### src/pkle_defines.vh
// Message tags, field layouts and counts for the keep-list exchange
`ifndef PKLE_DEFINES_VH
`define PKLE_DEFINES_VH

`define PKLE_QUERY_TAG      24'h9FA016
`define PKLE_REPLY_TAG      24'h9FA017
`define PKLE_FILT_OFF       8'h00
`define PKLE_FILT_ON        8'h01
`define PKLE_MAX_ENTRIES    4'h8
`define PKLE_LEN_LONG_BIT   7
`define PKLE_QUERY_LEN      8'h02
`define PKLE_HDR_BYTES      5'h06
`define PKLE_PID_W          13
`define PKLE_ZERO_BITS      3'h0

// Query byte positions
`define PKLE_Q_TAG0         3'h0
`define PKLE_Q_TAG1         3'h1
`define PKLE_Q_TAG2         3'h2
`define PKLE_Q_LEN          3'h3
`define PKLE_Q_LTSID        3'h4
`define PKLE_Q_FILT         3'h5
`define PKLE_Q_OVER         3'h6

// Reply byte positions
`define PKLE_R_TAG0         5'h00
`define PKLE_R_TAG1         5'h01
`define PKLE_R_TAG2         5'h02
`define PKLE_R_LEN          5'h03
`define PKLE_R_LTSID        5'h04
`define PKLE_R_COUNT        5'h05

`endif

### src/pkle_card.v
// Card-side keep-list exchange: query parser and keep-list reply sender
`timescale 1ns/1ns
`include "pkle_defines.vh"

module pkle_card (
  input  wire        i_sys_clk,      // System clock, 100 MHz
  input  wire        i_rst_b,        // Synchronous reset, active low
  input  wire        i_rx_valid,     // Query byte valid
  input  wire [7:0]  i_rx_byte,      // Query byte
  input  wire        i_rx_last,      // Last byte of query message
  input  wire        i_keep_wr,      // Write one keep-list entry
  input  wire [2:0]  i_keep_idx,     // Entry index written
  input  wire [12:0] i_keep_pid,     // PID for that entry
  input  wire [3:0]  i_keep_count,   // Number of entries in use
  input  wire        i_send_req,     // Unsolicited reply request pulse
  input  wire [7:0]  i_send_ltsid,   // Stream tag for unsolicited reply
  input  wire        i_tx_ready,     // Reply sink ready
  output wire        o_tx_valid,     // Reply byte valid
  output reg  [7:0]  o_tx_byte,      // Reply byte
  output reg         o_tx_last,      // Last byte of reply message
  output reg         o_host_filt,    // Host reported it is filtering
  output reg  [7:0]  o_query_ltsid,  // Stream tag of last good query
  output reg         o_query_ok,     // Good query received, pulse
  output reg         o_query_err     // Malformed query received, pulse
);

  reg  [12:0] keep_mem [0:7];
  reg  [12:0] snap_mem [0:7];
  reg  [3:0]  snap_cnt_r;
  reg  [7:0]  snap_ltsid_r;
  reg  [2:0]  rx_pos_r;
  reg         rx_bad_r;
  reg  [7:0]  rx_ltsid_r;
  reg  [7:0]  rx_filt_r;
  reg         tx_busy_r;
  reg  [4:0]  tx_idx_r;
  reg         pend_r;
  reg  [7:0]  pend_ltsid_r;
  reg         query_go;
  reg         rx_byte_bad;
  reg  [7:0]  msg_ltsid;
  wire [3:0]  live_cnt;
  wire        tx_fire;
  wire        start;
  wire [4:0]  first_last;
  integer     i;

  // Message tags split into bytes by part-select
  localparam [23:0] QUERY_TAG = `PKLE_QUERY_TAG;
  localparam [23:0] REPLY_TAG = `PKLE_REPLY_TAG;

  // Reply byte at a given position
  function [7:0] reply_byte;
    input [4:0]  idx;
    input [3:0]  cnt;
    input [7:0]  ltsid;
    input [12:0] pid;
    begin
      case (idx)
        `PKLE_R_TAG0:  reply_byte = REPLY_TAG[23:16];
        `PKLE_R_TAG1:  reply_byte = REPLY_TAG[15:8];
        `PKLE_R_TAG2:  reply_byte = REPLY_TAG[7:0];
        `PKLE_R_LEN:   reply_byte = {3'h0, cnt, 1'b0} + `PKLE_QUERY_LEN;
        `PKLE_R_LTSID: reply_byte = ltsid;
        `PKLE_R_COUNT: reply_byte = {4'h0, cnt};
        default: begin
          if (idx[0] == 1'b0)
            reply_byte = {`PKLE_ZERO_BITS, pid[12:8]};
          else
            reply_byte = pid[7:0];
        end
      endcase
    end
  endfunction

  // Final byte index of a reply with cnt entries
  function [4:0] last_idx;
    input [3:0] cnt;
    begin
      last_idx = `PKLE_HDR_BYTES + {cnt, 1'b0} - 5'h01;
    end
  endfunction

  // Entry slot addressed by a body byte index
  function [2:0] slot_of;
    input [4:0] idx;
    reg   [4:0] off;
    begin
      off     = idx - `PKLE_HDR_BYTES;
      slot_of = off[3:1];
    end
  endfunction

  assign live_cnt   = (i_keep_count > `PKLE_MAX_ENTRIES) ? `PKLE_MAX_ENTRIES : i_keep_count;
  assign o_tx_valid = tx_busy_r;
  assign tx_fire    = tx_busy_r & i_tx_ready;
  assign start      = pend_r & ~tx_busy_r;
  assign first_last = last_idx(live_cnt);

  always @* begin
    rx_byte_bad = 1'b0;
    case (rx_pos_r)
      `PKLE_Q_TAG0: rx_byte_bad = (i_rx_byte != QUERY_TAG[23:16]);
      `PKLE_Q_TAG1: rx_byte_bad = (i_rx_byte != QUERY_TAG[15:8]);
      `PKLE_Q_TAG2: rx_byte_bad = (i_rx_byte != QUERY_TAG[7:0]);
      `PKLE_Q_LEN:  rx_byte_bad = i_rx_byte[`PKLE_LEN_LONG_BIT] |
                                  (i_rx_byte != `PKLE_QUERY_LEN);
      `PKLE_Q_FILT: rx_byte_bad = (i_rx_byte != `PKLE_FILT_OFF) &
                                  (i_rx_byte != `PKLE_FILT_ON);
      `PKLE_Q_LTSID: rx_byte_bad = 1'b0;
      default:      rx_byte_bad = 1'b1;
    endcase
  end

  // Good query complete this cycle
  always @* begin
    query_go = i_rx_valid & i_rx_last & ~rx_bad_r & ~rx_byte_bad &
               (rx_pos_r == `PKLE_Q_FILT);
  end

  // Query parser
  always @(posedge i_sys_clk) begin
    if (!i_rst_b) begin
      rx_pos_r      <= `PKLE_Q_TAG0;
      rx_bad_r      <= 1'b0;
      rx_ltsid_r    <= 8'h00;
      rx_filt_r     <= 8'h00;
      o_host_filt   <= 1'b0;
      o_query_ltsid <= 8'h00;
      o_query_ok    <= 1'b0;
      o_query_err   <= 1'b0;
    end else begin
      o_query_ok  <= 1'b0;
      o_query_err <= 1'b0;
      if (i_rx_valid) begin
        if (rx_pos_r == `PKLE_Q_LTSID)
          rx_ltsid_r <= i_rx_byte;
        if (rx_pos_r == `PKLE_Q_FILT)
          rx_filt_r <= i_rx_byte;
        if (i_rx_last) begin
          rx_pos_r <= `PKLE_Q_TAG0;
          rx_bad_r <= 1'b0;
          if (query_go) begin
            o_query_ok    <= 1'b1;
            o_query_ltsid <= rx_ltsid_r;
            o_host_filt   <= (i_rx_byte == `PKLE_FILT_ON);
          end else begin
            o_query_err <= 1'b1;
          end
        end else begin
          rx_bad_r <= rx_bad_r | rx_byte_bad;
          if (rx_pos_r != `PKLE_Q_OVER)
            rx_pos_r <= rx_pos_r + 3'h1;
        end
      end
    end
  end

  // Stream tag of a new request; answered query wins over unsolicited
  always @* begin
    msg_ltsid = i_send_ltsid;
    if (query_go & (i_rx_byte == `PKLE_FILT_ON))
      msg_ltsid = rx_ltsid_r;
  end

  // Keep list written by card logic
  always @(posedge i_sys_clk) begin
    if (i_keep_wr)
      keep_mem[i_keep_idx] <= i_keep_pid;
  end

  // Pending request; a new request wins over the start clear
  always @(posedge i_sys_clk) begin
    if (!i_rst_b) begin
      pend_r       <= 1'b0;
      pend_ltsid_r <= 8'h00;
    end else begin
      if ((query_go & (i_rx_byte == `PKLE_FILT_ON)) | i_send_req) begin
        pend_r       <= 1'b1;
        pend_ltsid_r <= msg_ltsid;
      // Request handed to the sender
      end else if (start) begin
        pend_r <= 1'b0;
      end
    end
  end

  // Reply sender
  always @(posedge i_sys_clk) begin
    if (!i_rst_b) begin
      tx_busy_r    <= 1'b0;
      tx_idx_r     <= `PKLE_R_TAG0;
      snap_cnt_r   <= 4'h0;
      snap_ltsid_r <= 8'h00;
      o_tx_byte    <= 8'h00;
      o_tx_last    <= 1'b0;
    end else if (start) begin
      for (i = 0; i < 8; i = i + 1)
        snap_mem[i] <= keep_mem[i];
      snap_cnt_r   <= live_cnt;
      snap_ltsid_r <= pend_ltsid_r;
      tx_busy_r    <= 1'b1;
      tx_idx_r     <= `PKLE_R_TAG0;
      o_tx_byte    <= reply_byte(`PKLE_R_TAG0, live_cnt, pend_ltsid_r, 13'h0000);
      o_tx_last    <= 1'b0;
    end else if (tx_fire) begin
      if (o_tx_last) begin
        tx_busy_r <= 1'b0;
        o_tx_last <= 1'b0;
      end else begin
        tx_idx_r  <= tx_idx_r + 5'h01;
        o_tx_byte <= reply_byte(tx_idx_r + 5'h01, snap_cnt_r, snap_ltsid_r,
                                snap_mem[slot_of(tx_idx_r + 5'h01)]);
        o_tx_last <= ((tx_idx_r + 5'h01) == last_idx(snap_cnt_r));
      end
    end
  end

endmodule // pkle_card

### config.mk
export PLATFORM = sky130hd
export DESIGN_NAME = pkle_card
export DESIGN_NICKNAME = d
export VERILOG_FILES = /design/src/pkle_card.v
export VERILOG_INCLUDE_DIRS = /design/src
export SDC_FILE = /design/constraint.sdc
export NUM_CORES = 1
export LEC_CHECK = 0
export BUFFER_PORTS_ARGS = -buffer_cell sky130_fd_sc_hd__clkbuf_2
export CAP_MARGIN = 25
export CORE_MARGIN = 1
export CORE_UTILIZATION = 45
export DETAILED_ROUTE_END_ITERATION = 7
export GPL_TIMING_DRIVEN = 0
export SETUP_SLACK_MARGIN = 0.1
export SYNTH_ARGS = -nofsm -noshare
export SYNTH_HDL_FRONTEND = slang
export SYNTH_SLANG_ARGS = --single-unit
### constraint.sdc
create_clock -name i_sys_clk -period 14.94 [get_ports i_sys_clk]
set_clock_uncertainty 0.1 [all_clocks]
set_input_delay 0.747 -clock i_sys_clk [delete_from_list [all_inputs] [get_ports i_sys_clk]]
set_output_delay 0.747 -clock i_sys_clk [all_outputs]
set_load 0.01 [all_outputs]
# After elaboration in Yosys (flattened, before gate mapping)
# Memories as Yosys holds them, arrays and structs flattened.
# Index checks and enable logic that the tools add are counted.
[word_totals] ff_bits=59 ramBits=208 in_bits=43 out_inout_bits=21 elab_cells=99 memories=2
[classes] addsub=6 order_cmp=1 n_eq_ne=19 mux=24 bitwise_logic=16 n_reduce_logical=15
[mem_list] name="keep_mem" words=8 width=13 read_ports=8 rd_ports_with_merged_regs=0 wr=1 line="pkle_card.v:27" text="reg [12:0] keep_mem [0:7];"
[mem_list] name="snap_mem" words=8 width=13 read_ports=1 rd_ports_with_merged_regs=0 wr=8 line="pkle_card.v:28" text="reg [12:0] snap_mem [0:7];"
[op_table] operator="$pmux 8 s6" n=1
[op_table] operator="$mux 8" n=5
[op_table] operator="$ne 8x8->1 const B" n=2
[op_table] operator="$mux 1" n=14
[op_table] operator="$eq 5x2->1 const B" n=2
[op_table] operator="$eq 5x3->1 const B" n=2
[op_table] operator="$reduce_and 2->1" n=5
[op_table] operator="$and 1x1->1" n=8
[op_table] operator="$eq 8x1->1 const B" n=1
[op_table] operator="$ne 8x1->1 const B" n=1
[op_table] operator="$ne 8x2->1 const B" n=1
[op_table] operator="$ne 8x5->1 const B" n=1
[op_table] operator="$reduce_bool 2->1" n=4
[op_table] operator="$reduce_bool 8->1" n=1
[op_table] operator="$add 5x2->6 const B" n=1
[op_table] operator="$eq 3x2->1 const B" n=2
[op_table] operator="$eq 3x3->1 const B" n=2
[op_table] operator="$mux 3" n=2
[op_table] operator="$pmux 1 s6" n=1
[op_table] operator="$reduce_and 3->1" n=2
[op_table] operator="$add 3x5->5 const A" n=1
[op_table] operator="$add 5x1->5 const B" n=1
[op_table] operator="$eq 5x1->1 const B" n=1
[op_table] operator="$eq 5x5->1" n=1
[op_table] operator="13 further kinds" n=19

# Logic depth before layout (Yosys ltp)
[logic_depth] word_depth=9 depth_mapped=11 depth_no_buf=9

# Least setup slack after synthesis
# Ideal clock, no wire load.
[synth_path] kind="input port to flip-flop" from="input port i_rst_b" to="memory snap_mem[0][0] (enable)" arrival_time_ns=5.682 required_ns=14.272 slack_ns=8.589 stages=4 path_cell_list="clkbuf_1 inv_2 buf_1 nor2_1"
[synth_lines] item="start, declared" line="pkle_card.v:7" text="input wire i_rst_b,"
[synth_lines] item="end, declared" line="pkle_card.v:28"

# Worst setup path in the final report
[layout_path] from="register tx_idx_r[0]" to="register o_tx_byte[2]"
[layout_via] elab_chain_cells=8 elab_cells_between_ends=14 classes_between="2 x add/sub; 5 x eq/ne; 5 x mux; 1 x reduce/logical; 1 x memory"
[layout_lines] item="start, declared" line="pkle_card.v:36" text="reg [4:0] tx_idx_r;"
[layout_lines] item="start signal, assigned" line="pkle_card.v:192" text="tx_idx_r <= `PKLE_R_TAG0;"
[layout_lines] item="start signal, assigned" line="pkle_card.v:203" text="tx_idx_r <= `PKLE_R_TAG0;"
[layout_lines] item="start signal, assigned" line="pkle_card.v:211" text="tx_idx_r <= tx_idx_r + 5'h01;"
[layout_lines] item="$add 5x1->5 *" line="pkle_card.v:212" text="o_tx_byte <= reply_byte(tx_idx_r + 5'h01, snap_cnt_r, snap_ltsid_r,"
[layout_lines] item="$sub 4x3->4 (no line)"
[layout_lines] item="$mem_v2 8x13"
[layout_lines] item="$mux 8" line="pkle_card.v:67" text="if (idx[0] == 1'b0)"
[layout_lines] item="$pmux 8 s6 *" line="pkle_card.v:59" text="case (idx)"
[layout_lines] item="$mux 8 *" line="pkle_card.v:207" text="if (o_tx_last) begin"
[layout_lines] item="$mux 8 *" line="pkle_card.v:206" text="end else if (tx_fire) begin"
[layout_lines] item="$mux 8 *" line="pkle_card.v:197" text="end else if (start) begin"
[layout_lines] item="end signal, assigned" line="pkle_card.v:204" text="o_tx_byte <= reply_byte(`PKLE_R_TAG0, live_cnt, pend_ltsid_r, 13'h0000);"
[layout_lines] item="end signal, assigned" line="pkle_card.v:212"
[layout_lines] item="end, declared" line="pkle_card.v:19" text="output reg [7:0] o_tx_byte,"
# Mark *: on every way between the ends. The rest lies on a longest branch, timed or not. The select of a mux whose other input is x is not followed.
# A chain may end at the register's enable or synchronous reset.

==> impl_metrics.toml <==
[global_route]
grtUsageTotal_pct = 17.3
overflow = 0
grt_antenna_before_repair = 1
grt_pass1_wl_um = 31200
grt_max_degree = 39
grt_pass1_vias = 5598

[floorplanning]
io_pins = 64
core-area_um2 = 22000
start_util_pct = 46.3
die_x_um = 153
die-area_um2 = 23300
rows = 54
die_h_um = 153

[logic_synthesis]
async_flop_share_pct = 0
synth_seq_cells = 267
syn_nets = 686
synth_area_um2 = 10200
synth-edff-count = 208
yosysWarningCount = 0
ys_seq_area_share_pct = 72.8
synthDistinctLibCells = 56
synth.avg_cell_area_um2 = 16.2
synth_flop_cell = "edfxtp_1"
synthCells = 630

[worst_setup_path]
timing.rr.start = "tx_idx_r[0]"
slowest_delay_ps = 610
crit_chain = "clkbuf_1 -> inv_1 -> ha_1 -> ha_1 -> clkbuf_1 -> buf_1 -> mux4_2 -> mux4_2 -> a221oi_1 -> a21oi_1"
startpoint = "tx_idx_r[0]"
cp-start-kind = "flip-flop"
worstSetupPathType = "reg -> reg"
reg2reg_slack_ps = 10400
crit_required_ps = 15230
worstPathArrival_ps = 4830
slowest_stage = "buf_1"
r2r-end = "o_tx_byte[2]"
crit_end = "o_tx_byte[2]"
path_max_fanout = 10
end_kind = "flip-flop"
r2r_cells = 10

[final_layout]
final_cells = 1034
layout_common_cells = "edfxtp_1, clkbuf_2, dfxtp_1, nor2_1, nand2_1"
syn_to_final_growth_pct = 18.2
fill_cells = 1786
design_area_um2 = 12100
nNetsFinal = 787
layout_commonest_cell = "edfxtp_1"
post_route_cells_drive_above_1_share_pct = 23.2
postLayoutCoreUtil_pct = 54.7

[routing]
routedWlPerCell_um = 18.6
routed_wirelength_um = 19300
first_pass_iters = 8
ant_nets = 0
drc = 12
vias = 5534
drt_iter0_drc = 294
viasPerCell = 5.35

[cts]
clockRootBuffer = "clkbuf_16"
postCtsResizedCells = 0
cts_sinks = 267
numCtsBuffers = 28
cts_max_level = 1
cts_tree = "yes"
cts_setup_buffers = 0
cts_buffer_depth = 3
clkLatencyLatePin_ps = 540
clk_pin_slew_ps = 60
cts_hold_buf = 0

[timing]
fmax_mhz = 220
setup_tns_ps = 0
whs_ps = 314
maxSlewViolCount = 0
setup_violations = 0
finalHoldViolCount = 0
min_period_over_period_pct = 30.4
maxSlewHeadroom_pct = 37.8
layout_min_cycle_time_ps = 4540
tightest_slew_ps = 928
grt_setup_unrepaired = "no"

[run_status]
status = "finished with violations"
violations = "design-rule violations"

[power_and_ir_drop]
ir_drop_uv = 107
power_leakage_nw = 4.27
powerDensity_nw_per_um2 = 137

[hold_path]
min_path_type = "reg -> reg"

[flow_run]
drv_cap = 0

[placement]
dp.cells = 981
placed_area_um2 = 11000
hpwlAfterDp_um = 13000
io_buffers = 61
place_congestion = 0.887
==> where the power goes <==
part | switching [mW] | internal (mW) | leakage (nW)
Sequential | 0.00761 | 0.822 | 2.38
Combinational | 0.0435 | 0.0298 | 1.40
Clock | 0.282 | 0.465 | 0.489
Total | 0.334 | 1.32 | 4.27
==> worst min-delay path by stage <==
| stage | cells past startpoint | from | end | slack, ps |
|---|---|---|---|---|
| 6_report | 0 | keep_mem[7][11] | snap_mem[7][11] | 310 |
| 5_1_grt | 2 | i_tx_ready | o_tx_valid | 300 |
| 4_1_cts | 2 | i_tx_ready | o_tx_valid | 300 |
| 3_5_place_dp | 0 | keep_mem[0][12] | snap_mem[0][12] | 300 |
| 3_3_place_gp | 0 | keep_mem[7][2] | snap_mem[7][2] | 300 |
| 2_1_floorplan | 0 | keep_mem[0][0] | snap_mem[0][0] | 300 |
==> layout make-up <==
| cell class | instances | area, um2 | area share (%) |
|---|---|---|---|
| antenna | 1 | 2.50 | 0.0208 |
| buffer | 26 | 111 | 0.924 |
| clock buffer | 28 | 701 | 5.81 |
| clock inverter | 24 | 318 | 2.64 |
| inverter | 12 | 45.0 | 0.374 |
| multi-input combinational | 325 | 2650 | 21.9 |
| sequential | 267 | 7430 | 61.6 |
| tap | 280 | 350 | 2.91 |
| timing repair buffer | 71 | 455 | 3.78 |
==> critical path: cells and delay by family, from the launching register on <==
kind	cells	cell delay [ps]
muxes	2	950
AOI/OAI and AO/OA	2	460
adders and majority gates	2	620
DFF	1	510
buffers and inverters	4	1740
==> cell usage after synthesis, types with 3 or more instances <==
| master | n | area, um2 |
|---|---|---|
| a211oi_2 | 8 | 100 |
| a21boi_0 | 3 | 22.5 |
| a21oi_1 | 29 | 145 |
| a221oi_1 | 5 | 43.8 |
| a22o_1 | 3 | 26.3 |
| and3_1 | 5 | 31.3 |
| buf_1 | 6 | 22.5 |
| buf_2 | 5 | 25.0 |
| clkbuf_1 | 14 | 52.6 |
| dfxtp_1 | 59 | 1180 |
| edfxtp_1 | 208 | 6250 |
| ha_1 | 13 | 163 |
| inv_1 | 11 | 41.3 |
| mux2i_1 | 28 | 280 |
| mux4_2 | 31 | 698 |
| nand2_1 | 43 | 161 |
| nand2b_1 | 9 | 56.3 |
| nand3_1 | 8 | 40.0 |
| nand3b_1 | 3 | 22.5 |
| nor2_1 | 53 | 199 |
| nor2b_1 | 3 | 18.8 |
| nor3_1 | 7 | 35.0 |
| nor3b_1 | 3 | 22.5 |
| o211ai_1 | 5 | 37.5 |
| o21ai_0 | 16 | 80.1 |
| or3_1 | 3 | 18.8 |
| xnor2_1 | 8 | 70.1 |
| xor2_1 | 6 | 52.6 |
==> flip-flops by register name, summed over array words and instances, names as in the netlist, 3 cells and up <==
signal and count:
o_tx_byte 8, tx_idx_r 5, pend_ltsid_r 8, snap_mem 104
snap_cnt_r 4, o_query_ltsid 8, keep_mem 104, rx_ltsid_r 8
rx_pos_r 3, snap_ltsid_r 8
==> cells by family after synthesis <==
| group | after synthesis | share of synthesized area, % |
|---|---|---|
| compound gates | 94 | 6.49 |
| xor+xnor | 15 | 1.36 |
| fa+ha+maj | 13 | 1.60 |
| buf+inv | 38 | 1.53 |
| flops | 267 | 72.8 |
| mux | 59 | 9.60 |
| simple gates | 144 | 6.58 |
==> metal layers <==
layer | vias up | wire length, um | global-route usage, %
met4 | 0 | 425 | 5.19
li1 | 2625 | - | -
met1 | 2745 | 8230 | 22.6
met5 | - | 0 | 0
met3 | 29 | 1030 | 3.58
met2 | 135 | 9600 | 29.3
==> metrics by stage <==
stage,total power [mW],setup slack (ps)
after floorplan,0.888,8590
after global placement,0.916,6880
after detailed placement,0.921,10300
after CTS,1.67,10280
after global routing,1.71,10090
final,1.65,10400
No activity file was read; power rests on OpenSTA's default activity.
